<file path="src/verilog/fcl_defines.svh">
`ifndef FCL_DEFINES_SVH
`define FCL_DEFINES_SVH
// Base timing, in nanoseconds
`define FCL_CLK_NS        32'h0000000A
`define FCL_TICK_NS       32'h000F4240
// Times in milliseconds, counted on the 1 ms tick
`define FCL_HOLD_MS       16'h0FA0
`define FCL_IDLE_MS       16'hEA60
`define FCL_DEB_MS        16'h0014
`define FCL_BUS_PERIOD_MS 16'h0D05
`define FCL_BUS_ON_MS     16'h0683
`define FCL_SLOT_MS       16'h0190
`define FCL_FLASH_ON_MS   16'h00C8
// Sequence layout
`define FCL_N_STEPS       3'h7
`define FCL_N_FAN         3'h3
`endif

</file>
<file path="src/verilog/fcl_pkg.sv">
package fcl_pkg;
  // Operating mode of the sequencer
  typedef enum logic [0:0] {FCL_NORMAL, FCL_TEST} fcl_mode_t;
  // Relay drive: three fan speeds and four further test outputs
  typedef struct packed {
    logic [3:0] aux;
    logic [2:0] fan;
  } fcl_relay_t;
endpackage

</file>
<file path="src/verilog/fcl_debounce.sv">
`timescale 1ns/1ns
`default_nettype none
`include "fcl_defines.svh"
module fcl_debounce
  import fcl_pkg::*;
#(
  parameter int DEB_MS   = `FCL_DEB_MS,
  parameter bit IDLE_LVL = 1'b0   // Level the pin rests at; avoids a false edge after reset
)(
  input  wire logic mclk,
  input  wire logic rst_sync_n,
  input  wire logic tick,
  input  wire logic pin,
  output var  logic level,
  output var  logic press
);
  logic        s1_ff;       // First sync stage, read only by s2_ff
  logic        s2_ff;       // Second sync stage
  logic        s3_ff;       // Third sync stage
  logic [15:0] stab_ff;     // Milliseconds the synced value has held
  logic [15:0] nxt_stab;
  logic        level_ff;    // Debounced level
  logic        nxt_level;
  logic        press_ff;    // One-cycle pulse on a debounced rise
  logic        nxt_press;

  // The stability counter is 16 bits wide and needs at least one tick
  if (DEB_MS < 1 || DEB_MS > 65535)
  begin : g_chk
    $error("fcl_debounce: DEB_MS out of range");
  end

  // Three-stage synchroniser for an asynchronous pin
  always_ff @(posedge mclk or negedge rst_sync_n)
  begin
    if (!rst_sync_n)
    begin
      s1_ff <= IDLE_LVL;
      s2_ff <= IDLE_LVL;
      s3_ff <= IDLE_LVL;
    end
    else
    begin
      s1_ff <= pin;
      s2_ff <= s1_ff;
      s3_ff <= s2_ff;
    end
  end

  // Accept a change only after it has held steady; contact bounce
  // shorter than the window never reaches the sequencer
  always_comb
  begin
    nxt_stab  = stab_ff;
    nxt_level = level_ff;
    nxt_press = 1'b0;
    if (s2_ff == level_ff || s2_ff != s3_ff)
      nxt_stab = 16'h0000;
    else if (tick)
    begin
      if (stab_ff == 16'(DEB_MS - 1))
      begin
        nxt_level = s3_ff;
        nxt_press = s3_ff;
        nxt_stab  = 16'h0000;
      end
      else
        nxt_stab = stab_ff + 16'h0001;
    end
  end

  // Register the filter state
  always_ff @(posedge mclk or negedge rst_sync_n)
  begin
    if (!rst_sync_n)
    begin
      stab_ff  <= 16'h0000;
      level_ff <= IDLE_LVL;
      press_ff <= 1'b0;
    end
    else
    begin
      stab_ff  <= nxt_stab;
      level_ff <= nxt_level;
      press_ff <= nxt_press;
    end
  end

  assign level = level_ff;
  assign press = press_ff;
endmodule
`default_nettype wire

</file>
<file path="src/verilog/fcl_seq.sv">
// Notes on behaviour
// - Lamp dark normally, steady addressing, flashing test.
// - Learning press toggles normal and addressing mode.
// - Bus down flashes lamp at about 0.3 Hz.
// - First test function reports bus state.
// - Enter test only after 4 s hold.
// - Each press in test advances one step.
// - Lamp pattern on press identifies active step.
// - First step switches fan speed I on.
// - Step output stays on until next press.
// - One minute without press returns to normal.
// - Re-entry needs 4 s hold, restarts step one.
// - Second step switches fan speed II on.
// - Steps never skipped, always strictly in order.
// - Test works with or without loaded program.
// - Never two fan speeds closed together.
// - Seven output functions stepped in fixed order.
`timescale 1ns/1ns
`default_nettype none
`include "fcl_defines.svh"
module fcl_seq
  import fcl_pkg::*;
#(
  parameter int TICK_CYC = `FCL_TICK_NS / `FCL_CLK_NS,
  parameter int HOLD_MS  = `FCL_HOLD_MS,
  parameter int IDLE_MS  = `FCL_IDLE_MS,
  parameter int DEB_MS   = `FCL_DEB_MS
)(
  input  wire logic       mclk,
  input  wire logic       rst_n,
  input  wire logic       local_test_pushbutton,
  input  wire logic       learning_pushbutton,
  input  wire logic       bus_operational,
  output var  logic       status_lamp,
  output var  fcl_relay_t relay_out,
  output var  logic       test_active
);
  localparam int TW = $clog2(TICK_CYC);

  // Refuse settings the counters cannot hold
  if (TICK_CYC < 2 || HOLD_MS < 2 || HOLD_MS > 65535 || IDLE_MS < 2 || IDLE_MS > 65535)
  begin : g_chk
    $error("fcl_seq: timing parameter out of range");
  end

  logic          rst_meta_ff;   // Reset release, first stage
  logic          rst_sync_ff;   // Reset release, used everywhere
  logic [TW-1:0] tick_cnt_ff;   // Divider for the 1 ms enable
  logic [TW-1:0] nxt_tick_cnt;
  logic          tick_ff;       // One-cycle 1 ms enable
  logic          nxt_tick;
  logic          test_lvl;      // Debounced test button level
  logic          test_press;    // Debounced test button press
  logic          learn_press;   // Debounced learning button press
  logic          bus_lvl;       // Debounced bus-healthy level
  fcl_mode_t     mode_ff;       // Normal or test
  fcl_mode_t     nxt_mode;
  logic [2:0]    step_ff;       // Active test step, 0 = fan speed I
  logic [2:0]    nxt_step;
  logic [15:0]   hold_ms_ff;    // Time the test button has been held
  logic [15:0]   nxt_hold_ms;
  logic [15:0]   idle_ms_ff;    // Time since the last test action
  logic [15:0]   nxt_idle_ms;
  logic          addr_ff;       // Addressing mode
  logic          nxt_addr;
  logic [15:0]   slot_ms_ff;    // Position inside a flash slot
  logic [15:0]   nxt_slot_ms;
  logic [3:0]    slot_n_ff;     // Slot index inside a pattern
  logic [3:0]    nxt_slot_n;
  logic [15:0]   bus_ms_ff;     // Position in the bus fault period
  logic [15:0]   nxt_bus_ms;
  logic          lamp_ff;
  logic          nxt_lamp;
  fcl_relay_t    relay_ff;
  fcl_relay_t    nxt_relay;
  logic          enter;         // Long hold completes this cycle

  // Asynchronous assert, synchronous release of reset
  always_ff @(posedge mclk or negedge rst_n)
  begin
    if (!rst_n)
    begin
      rst_meta_ff <= 1'b0;
      rst_sync_ff <= 1'b0;
    end
    else
    begin
      rst_meta_ff <= 1'b1;
      rst_sync_ff <= rst_meta_ff;
    end
  end

  // Millisecond enable; every slower time counts these pulses
  always_comb
  begin
    nxt_tick     = 1'b0;
    nxt_tick_cnt = tick_cnt_ff + TW'(1);
    if (tick_cnt_ff == TW'(TICK_CYC - 1))
    begin
      nxt_tick_cnt = '0;
      nxt_tick     = 1'b1;
    end
  end

  always_ff @(posedge mclk or negedge rst_sync_ff)
  begin
    if (!rst_sync_ff)
    begin
      tick_cnt_ff <= '0;
      tick_ff     <= 1'b0;
    end
    else
    begin
      tick_cnt_ff <= nxt_tick_cnt;
      tick_ff     <= nxt_tick;
    end
  end

  // Pushbuttons and bus status arrive from pins
  fcl_debounce #(.DEB_MS(DEB_MS)) u_test_btn (
    .mclk       (mclk),
    .rst_sync_n (rst_sync_ff),
    .tick       (tick_ff),
    .pin        (local_test_pushbutton),
    .level      (test_lvl),
    .press      (test_press)
  );

  fcl_debounce #(.DEB_MS(DEB_MS)) u_learn_btn (
    .mclk       (mclk),
    .rst_sync_n (rst_sync_ff),
    .tick       (tick_ff),
    .pin        (learning_pushbutton),
    .level      (),
    .press      (learn_press)
  );

  // Bus assumed healthy out of reset so the lamp stays dark until a real fault
  fcl_debounce #(.DEB_MS(DEB_MS), .IDLE_LVL(1'b1)) u_bus_ok (
    .mclk       (mclk),
    .rst_sync_n (rst_sync_ff),
    .tick       (tick_ff),
    .pin        (bus_operational),
    .level      (bus_lvl),
    .press      ()
  );

  assign enter = (mode_ff == FCL_NORMAL) && test_lvl && tick_ff
                 && (hold_ms_ff == 16'(HOLD_MS - 1));

  // Mode sequencer; nothing here looks at a loaded program
  always_comb
  begin
    nxt_mode    = mode_ff;
    nxt_step    = step_ff;
    nxt_hold_ms = hold_ms_ff;
    nxt_idle_ms = idle_ms_ff;
    nxt_addr    = addr_ff;
    unique case (mode_ff)
      FCL_NORMAL:
      begin
        if (learn_press)
          nxt_addr = ~addr_ff;
        if (!test_lvl)
          nxt_hold_ms = 16'h0000;                     // Hold must be unbroken
        else if (enter)
        begin
          nxt_mode    = FCL_TEST;
          nxt_step    = 3'h0;                         // Always from fan speed I
          nxt_idle_ms = 16'h0000;
          nxt_hold_ms = 16'h0000;
        end
        else if (tick_ff)
          nxt_hold_ms = hold_ms_ff + 16'h0001;
      end
      FCL_TEST:
      begin
        if (test_press)
        begin
          // One step per press, wrapping after the last
          nxt_step    = (step_ff == `FCL_N_STEPS - 3'h1) ? 3'h0 : step_ff + 3'h1;
          nxt_idle_ms = 16'h0000;
        end
        else if (tick_ff)
        begin
          if (idle_ms_ff == 16'(IDLE_MS - 1))
          begin
            nxt_mode = FCL_NORMAL;
            nxt_step = 3'h0;
          end
          else
            nxt_idle_ms = idle_ms_ff + 16'h0001;
        end
      end
    endcase
  end

  always_ff @(posedge mclk or negedge rst_sync_ff)
  begin
    if (!rst_sync_ff)
    begin
      mode_ff    <= FCL_NORMAL;
      step_ff    <= 3'h0;
      hold_ms_ff <= 16'h0000;
      idle_ms_ff <= 16'h0000;
      addr_ff    <= 1'b0;
    end
    else
    begin
      mode_ff    <= nxt_mode;
      step_ff    <= nxt_step;
      hold_ms_ff <= nxt_hold_ms;
      idle_ms_ff <= nxt_idle_ms;
      addr_ff    <= nxt_addr;
    end
  end

  // Flash timers; a press restarts the pattern of the new step
  always_comb
  begin
    nxt_slot_ms = slot_ms_ff;
    nxt_slot_n  = slot_n_ff;
    nxt_bus_ms  = bus_ms_ff;
    if (tick_ff)
      nxt_bus_ms = (bus_ms_ff == `FCL_BUS_PERIOD_MS - 16'h0001) ? 16'h0000
                   : bus_ms_ff + 16'h0001;
    if (test_press || enter)
    begin
      nxt_slot_ms = 16'h0000;
      nxt_slot_n  = 4'h0;
    end
    else if (tick_ff)
    begin
      if (slot_ms_ff == `FCL_SLOT_MS - 16'h0001)
      begin
        nxt_slot_ms = 16'h0000;
        // Two dark slots close each pattern so the count reads clearly
        nxt_slot_n  = (slot_n_ff == {1'b0, step_ff} + 4'h2) ? 4'h0 : slot_n_ff + 4'h1;
      end
      else
        nxt_slot_ms = slot_ms_ff + 16'h0001;
    end
  end

  always_ff @(posedge mclk or negedge rst_sync_ff)
  begin
    if (!rst_sync_ff)
    begin
      slot_ms_ff <= 16'h0000;
      slot_n_ff  <= 4'h0;
      bus_ms_ff  <= 16'h0000;
    end
    else
    begin
      slot_ms_ff <= nxt_slot_ms;
      slot_n_ff  <= nxt_slot_n;
      bus_ms_ff  <= nxt_bus_ms;
    end
  end

  // Output decode; one-hot decode of the binary step keeps the fan speeds interlocked
  always_comb
  begin
    nxt_relay = '0;
    nxt_lamp  = 1'b0;
    if (mode_ff == FCL_TEST)
    begin
      if (step_ff < `FCL_N_FAN)
        nxt_relay.fan[step_ff[1:0]] = 1'b1;
      else
        nxt_relay.aux[2'(step_ff - `FCL_N_FAN)] = 1'b1;  // Held until next press
      // Bus fault takes the lamp first so it is the first thing reported
      if (!bus_lvl)
        nxt_lamp = bus_ms_ff < `FCL_BUS_ON_MS;
      else
        nxt_lamp = (slot_n_ff <= {1'b0, step_ff})
                   && (slot_ms_ff < `FCL_FLASH_ON_MS);
    end
    else if (!bus_lvl)
      nxt_lamp = bus_ms_ff < `FCL_BUS_ON_MS;
    else
      nxt_lamp = addr_ff;
  end

  always_ff @(posedge mclk or negedge rst_sync_ff)
  begin
    if (!rst_sync_ff)
    begin
      lamp_ff     <= 1'b0;
      relay_ff    <= '0;
      test_active <= 1'b0;
    end
    else
    begin
      lamp_ff     <= nxt_lamp;
      relay_ff    <= nxt_relay;
      test_active <= (mode_ff == FCL_TEST);
    end
  end

  assign status_lamp = lamp_ff;
  assign relay_out   = relay_ff;
endmodule
`default_nettype wire
</file>
<file path="config.mk">
export PLATFORM = sky130hd
export DESIGN_NAME = fcl_seq
export DESIGN_NICKNAME = d
export VERILOG_FILES = /design/src/verilog/fcl_pkg.sv /design/src/verilog/fcl_debounce.sv /design/src/verilog/fcl_seq.sv
export VERILOG_INCLUDE_DIRS = /design/src /design/src/verilog
export SDC_FILE = /design/constraint.sdc
export NUM_CORES = 1
export LEC_CHECK = 0
export BUFFER_PORTS_ARGS = -buffer_cell sky130_fd_sc_hd__buf_2
export CORE_UTILIZATION = 57
export DETAILED_ROUTE_END_ITERATION = 8
export PLACE_DENSITY = 0.79
export SYNTH_ARGS = -nofsm -noshare
export SYNTH_HDL_FRONTEND = slang
export SYNTH_SLANG_ARGS = --single-unit
</file>
<file path="constraint.sdc">
create_clock -name mclk -period 5.25 [get_ports mclk]
set_input_delay 0 -clock mclk [delete_from_list [all_inputs] [get_ports mclk]]
set_output_delay 0 -clock mclk [all_outputs]
set_load 0.05 [all_outputs]
</file>
### Word-level counts from Yosys, hierarchy flattened

Cells that the tools add are included.

| word-level totals | value |
|---|---|
| register bits | 164 |
| input bits | 5 |
| output and inout bits | 9 |
| logic and storage cells | 160 |

| cells by class | value |
|---|---|
| $add $sub $neg | 12 |
| magnitude comparators | 8 |
| eq/ne operators | 22 |
| muxes and demuxes | 57 |
| bitwise gates (word level) | 5 |
| reductions and logical operators | 23 |

Operators by type and width:

| operator | number |
|---|---|
| $mux W16 | 21 |
| $add A16 B1 Y16 const B | 7 |
| $eq A16 B5 Y1 const B | 3 |
| $eq A16 B12 Y1 const B | 2 |
| $pmux W16 S2 | 1 |
| $mux W3 | 7 |
| $mux W4 | 5 |
| $add A17 B1 Y17 const B | 1 |
| $eq A17 B17 Y1 const B | 1 |
| $mux W1 | 17 |
| $mux W17 | 1 |
| $eq A16 B16 Y1 const B | 1 |
| $eq A16 B9 Y1 const B | 1 |
| $lt A16 B11 Y1 const B | 1 |
| $lt A16 B8 Y1 const B | 1 |
| $reduce_bool A2 Y1 | 5 |
| $reduce_and A3 Y1 | 3 |
| $reduce_and A4 Y1 | 2 |
| $mux W7 | 1 |
| $logic_and A1 B1 Y1 | 6 |
| $lt A2 B3 Y1 const B | 2 |
| $ne A3 B2 Y1 const B | 2 |
| $pmux W3 S2 | 1 |
| $reduce_and A2 Y1 | 3 |
| other kinds (19) | 32 |

### Depth between registers and ports, before layout

| logic depth | value |
|---|---|
| word-level depth | 7 |
| gate-level depth with buffers | 8 |
| depth with buffers taken out | 7 |

### Cells and area by module

Synthesis repeated with hierarchy kept, for this count alone.

| second synthesis, totals | value |
|---|---|
| cells, all modules | 880 |
| area, all modules | 8484.4 sq um |

By module, submodules not included:

| module | times used | cells an instance | area each (sq um) | seq. area each (sq um) |
|---|---|---|---|---|
| fcl_seq | 1 | 532 | 5195.0 | 2552.4 |
| fcl_debounce (u_learn_btn ...) | 2 | 116 | 1094.8 | 525.5 |
| fcl_debounce (u_bus_ok) | 1 | 116 | 1099.8 | 530.5 |

### Least setup slack after synthesis

No wires, ideal clock.

| timing | value |
|---|---|
| path kind | reg-to-reg |
| start point | register u_learn_btn.stab_ff[0] |
| end point | register u_learn_btn.stab_ff[10] |
| library setup time | 69 ps |
| arrival | 1954 ps |
| required time | 5181 ps |
| path slack | 3227 ps |
| stages on the path, launching flop included | 9 |
| period minus slack after synthesis | 2023 ps |
| cell sequence | dfrtp_1 > ha_1 > nor4b_1 > and4_4 > buf_6 > or2_1 > buf_6 > or4_1 > nand3_1 |

| between the ends | value |
|---|---|
| cells in the longest elaborated chain, start to end | 4 |
| elaborated cells on any way between the ends | 5 |

RTL lines:

| element | line | source |
|---|---|---|
| start: declaration | fcl_debounce.sv:20 | `logic [15:0] stab_ff;` |
| start signal: assignment | fcl_debounce.sv:83 | `stab_ff <= nxt_stab;` |
| $add A16 B1 Y16 / $eq A16 B5 Y1 (equally long branches) | fcl_debounce.sv:68, fcl_debounce.sv:61 |  |
| $mux W16 * | fcl_debounce.sv:61 | `if (stab_ff == 16'(DEB_MS - 1))` |
| $mux W16 * | fcl_debounce.sv:59 | `else if (tick)` |
| $mux W16 * | fcl_debounce.sv:57 | `if (s2_ff == level_ff \|\| s2_ff != s3_ff)` |

Every way passes the cells marked *; elsewhere a longest branch is shown, timed or not. The select of a mux whose other input is x is not followed.
A chain may end at the register's enable or synchronous reset.

### Final worst setup path

| timing | value |
|---|---|
| start point | register slot_ms_ff[0] |
| end point | register slot_n_ff[3] |

| between the ends | value |
|---|---|
| cells in the longest elaborated chain, start to end | 3 |

RTL lines:

| element | line | source |
|---|---|---|
| start: declaration | fcl_seq.sv:66 | `logic [15:0] slot_ms_ff;` |
| start signal: assignment | fcl_seq.sv:255 | `slot_ms_ff <= nxt_slot_ms;` |
| $eq A16 B9 Y1 | fcl_seq.sv:234 | `` if (slot_ms_ff == `FCL_SLOT_MS - 16'h0001) `` |
| $reduce_bool A2 Y1 (no source line) | - |  |
| $reduce_and A2 Y1 (no source line) | - |  |
| end signal: assignment | fcl_seq.sv:256 | `slot_n_ff <= nxt_slot_n;` |
| end: declaration | fcl_seq.sv:68 | `logic [3:0] slot_n_ff;` |

Every way passes these cells.

==> results.json <==
{
  "cts_tree": "yes",
  "die_w_um": 124,
  "cts_buffer_depth": 2,
  "p_per_area_nw_per_um2": 276,
  "hpwl_um": 10800,
  "gr-max-usage-layer": "met2",
  "drc_errors": 0,
  "avgSynthCellArea_um2": 9.34,
  "antenna_found_initial": 0,
  "tightest_slew_ps": 1110,
  "synth_cell_types": 67,
  "wire_per_inst_um": 14.9,
  "hold_class": "primary input to flip-flop",
  "clock-skew-final_ps": 11.3,
  "crit_slowest_cell": "nor4_2",
  "syn-instance-count": 913,
  "seq_area_frac_synth": 0.482,
  "port_buffers": 13,
  "num-fill-cells": 1182,
  "preCtsSetupSlack_ps": 2700,
  "first_pass_iters": 5,
  "fin_crit_ps": 2540,
  "path_max_fanout": 14,
  "synthToLayoutAreaGrowth_pct": 9.57,
  "leakagePower_nw": 4.01,
  "grt_pass1_vias": 6229,
  "htree_levels": 4,
  "first_iter_violations": 488,
  "num-nets-final": 936,
  "critPathMaxStageDelay_ps": 960,
  "clock-sinks": 164,
  "hold_viol": 0,
  "post_route_cells_drive_above_1_share": 0.0721,
  "grt_max_degree": 90,
  "synth_async_sr_flop_share": 1.00,
  "place_congestion": 0.874,
  "die_y_um": 124,
  "std_cell_rows": 44,
  "grt_overflow": 0,
  "ys_ff_latch": 164,
  "cts-resized-gates": 0,
  "viasPerCell": 6.09,
  "setup_ws_ps": 2710,
  "fin_crit_sh": 0.484,
  "cp-end-kind": "flip-flop",
  "hold_buffers": 5,
  "antenna_cells": 0,
  "routed-via-count": 6776,
  "dieArea_um2": 15500,
  "start_util": 0.584,
  "run_status": "complete, no violations",
  "vdd_drop_max_mv": 0.214,
  "core_area_um2": 14600,
  "io_pins": 14,
  "postCtsSetupBuffers": 0,
  "synth_area_um2": 8530,
  "finalInstanceArea_um2": 9340,
  "use_met2": 0.347,
  "fmax_ghz": 0.394,
  "root_buffer": "clkbuf_16",
  "maxCapViolCount": 0,
  "setup_violations": 0,
  "finalMaxSlewViolations": 0,
  "fin_setup_tns_ps": 0,
  "yosys_warnings": 0,
  "grt_pass1_wl_um": 29100,
  "crit_type": "flip-flop to flip-flop",
  "synth_nets": 933,
  "ys.flop_type": "dfrtp_1",
  "placed_area_um2": 8690,
  "use_met3": 0.0473,
  "clk_latency_ps": 430,
  "ant_nets": 0,
  "fin_hold_ws_ps": 204,
  "synth_edf_count": 0,
  "cp_cell_sequence": "ha_1 -> nand3_1 -> nor4_2 -> o31a_1 -> o21ai_0",
  "critPathLaunchType": "flip-flop",
  "worstPathRequired_ps": 5540,
  "track_usage": 0.226,
  "slew-limit-headroom": 0.257,
  "rsz0062_at_grt": "no",
  "finalWirelength_um": 16600,
  "cts_made_buffers": 17,
  "grtUsageMet1": 0.324,
  "arrival_ps": 2830,
  "clk_pin_slew_ps": 60
}
[worst max-delay path: cells and delay by family, from the launching register on]
kind | cells | cell delay (ps)
DFF | 1 | 390
AOI/OAI and AO/OA | 2 | 610
and+or+nand+nor | 2 | 1190
adders and majority gates | 1 | 210
[through the flow]
| step | instances | utilization | power (mW) |
|---|---|---|---|
| after detailed placement | 1076 | 0.596 | 1.34 |
| after global placement | 1076 | 0.596 | 1.34 |
| after global routing | 1113 | 0.640 | 2.65 |
| final | 1113 | 0.640 | 2.58 |
| after CTS | 1113 | 0.640 | 2.61 |
| after floorplan | 913 | - | 1.32 |
[placed cells by master, fill, tap and decap left out, types with 4 or more instances in the layout]
master / n
dfrtp_1: 159
nand2_1: 84
nand3_1: 66
nor2_1: 65
o21ai_0: 62
a21oi_1: 38
inv_1: 36
nor3_1: 36
nand4_1: 28
xnor2_1: 26
and3_1: 24
a31oi_1: 23
xor2_1: 17
clkbuf_16: 17
nor4_1: 16
or3_1: 15
ha_1: 15
a21o_1: 14
a22o_1: 13
buf_2: 13
and2_1: 10
and4_1: 10
mux2i_1: 10
nand2b_1: 9
nor4b_1: 8
o22ai_1: 7
or4_1: 5
nor2b_1: 5
a211o_1: 5
dlygate4sd3_1: 5
and3b_1: 4
o21a_1: 4
a41oi_1: 4
clkinv_4: 4
dfstp_2: 4
[synth_stat cells (20+ instances only)]
| library cell | instances | area (µm²) |
|---|---|---|
| xnor2_1 | 26 | 228 |
| nand2_1 | 84 | 315 |
| a21oi_1 | 38 | 190 |
| a31oi_1 | 23 | 144 |
| clkbuf_1 | 20 | 75.1 |
| dfrtp_1 | 160 | 4000 |
| nand4_1 | 28 | 175 |
| nor3_1 | 36 | 180 |
| o21ai_0 | 62 | 310 |
| nand3_1 | 66 | 330 |
| inv_1 | 36 | 135 |
| and3_1 | 24 | 150 |
| nor2_1 | 65 | 244 |
[report_power, final]
part,internal [mW],switching [mW],total [mW]
combinational,0.0109,0.0230,0.0339
sequential,1.27,0.0130,1.28
clock,0.732,0.528,1.26
total,2.01,0.564,2.58
[final timing paths]
kind	depth (start not counted)	start	to	slack (ps)
worst max-delay path	5	slot_ms_ff[0]$_DFFE_PN0P_	slot_n_ff[3]$_DFFE_PN0P_	2710
worst min-delay path	2	learning_pushbutton	u_learn_btn.s1_ff$_DFF_PN0_	200
worst max register to register	5	slot_ms_ff[0]$_DFFE_PN0P_	slot_n_ff[3]$_DFFE_PN0P_	2710
worst min register to register	0	u_test_btn.s1_ff$_DFF_PN0_	u_test_btn.s2_ff$_DFF_PN0_	350
max in group asynchronous	1	rst_sync_ff$_DFF_PN0_	slot_ms_ff[8]$_DFFE_PN0P_	3800
min in group asynchronous	3	rst_n	rst_sync_ff$_DFF_PN0_	410
[state kept, by name, summed over array words and instances, names as in the netlist, 3 cells and up]
name / count
idle_ms_ff: 16
u_bus_ok.stab_ff: 16
hold_ms_ff: 16
bus_ms_ff: 16
slot_n_ff: 4
u_learn_btn.stab_ff: 16
u_test_btn.stab_ff: 16
tick_cnt_ff: 17
relay_out: 7
step_ff: 3
slot_ms_ff: 16
[metal layers]
layer | part of all wire | routed length [µm]
met1 | 0.49 | 8170
met2 | 0.46 | 7580
met3 | 0.041 | 676
met4 | 0.011 | 180
met5 | 0 | 0
[logic make-up after synthesis]
logic type / count (synthesis) / share of synthesized area
AO/OA/AOI/OAI: 197 / 0.146
XOR/XNOR: 43 / 0.0442
adder cells (fa/ha/maj): 15 / 0.0220
buffers and inverters: 73 / 0.0358
AND/OR/NAND/NOR: 410 / 0.258
other: 1 / 0.000440
multiplexers: 10 / 0.0117
flip-flops: 164 / 0.482
[cell type report]
type	count	area, µm²	share of cell area
Inverter	36	135	0.0145
Timing Repair Buffer	21	150	0.0161
Multi-Input combinational cell	676	4110	0.440
Sequential cell	164	4110	0.440
Clock inverter	13	149	0.0159
Clock buffer	19	453	0.0485
Tap cell	184	230	0.0246
No activity file was read; power rests on OpenSTA's default activity.
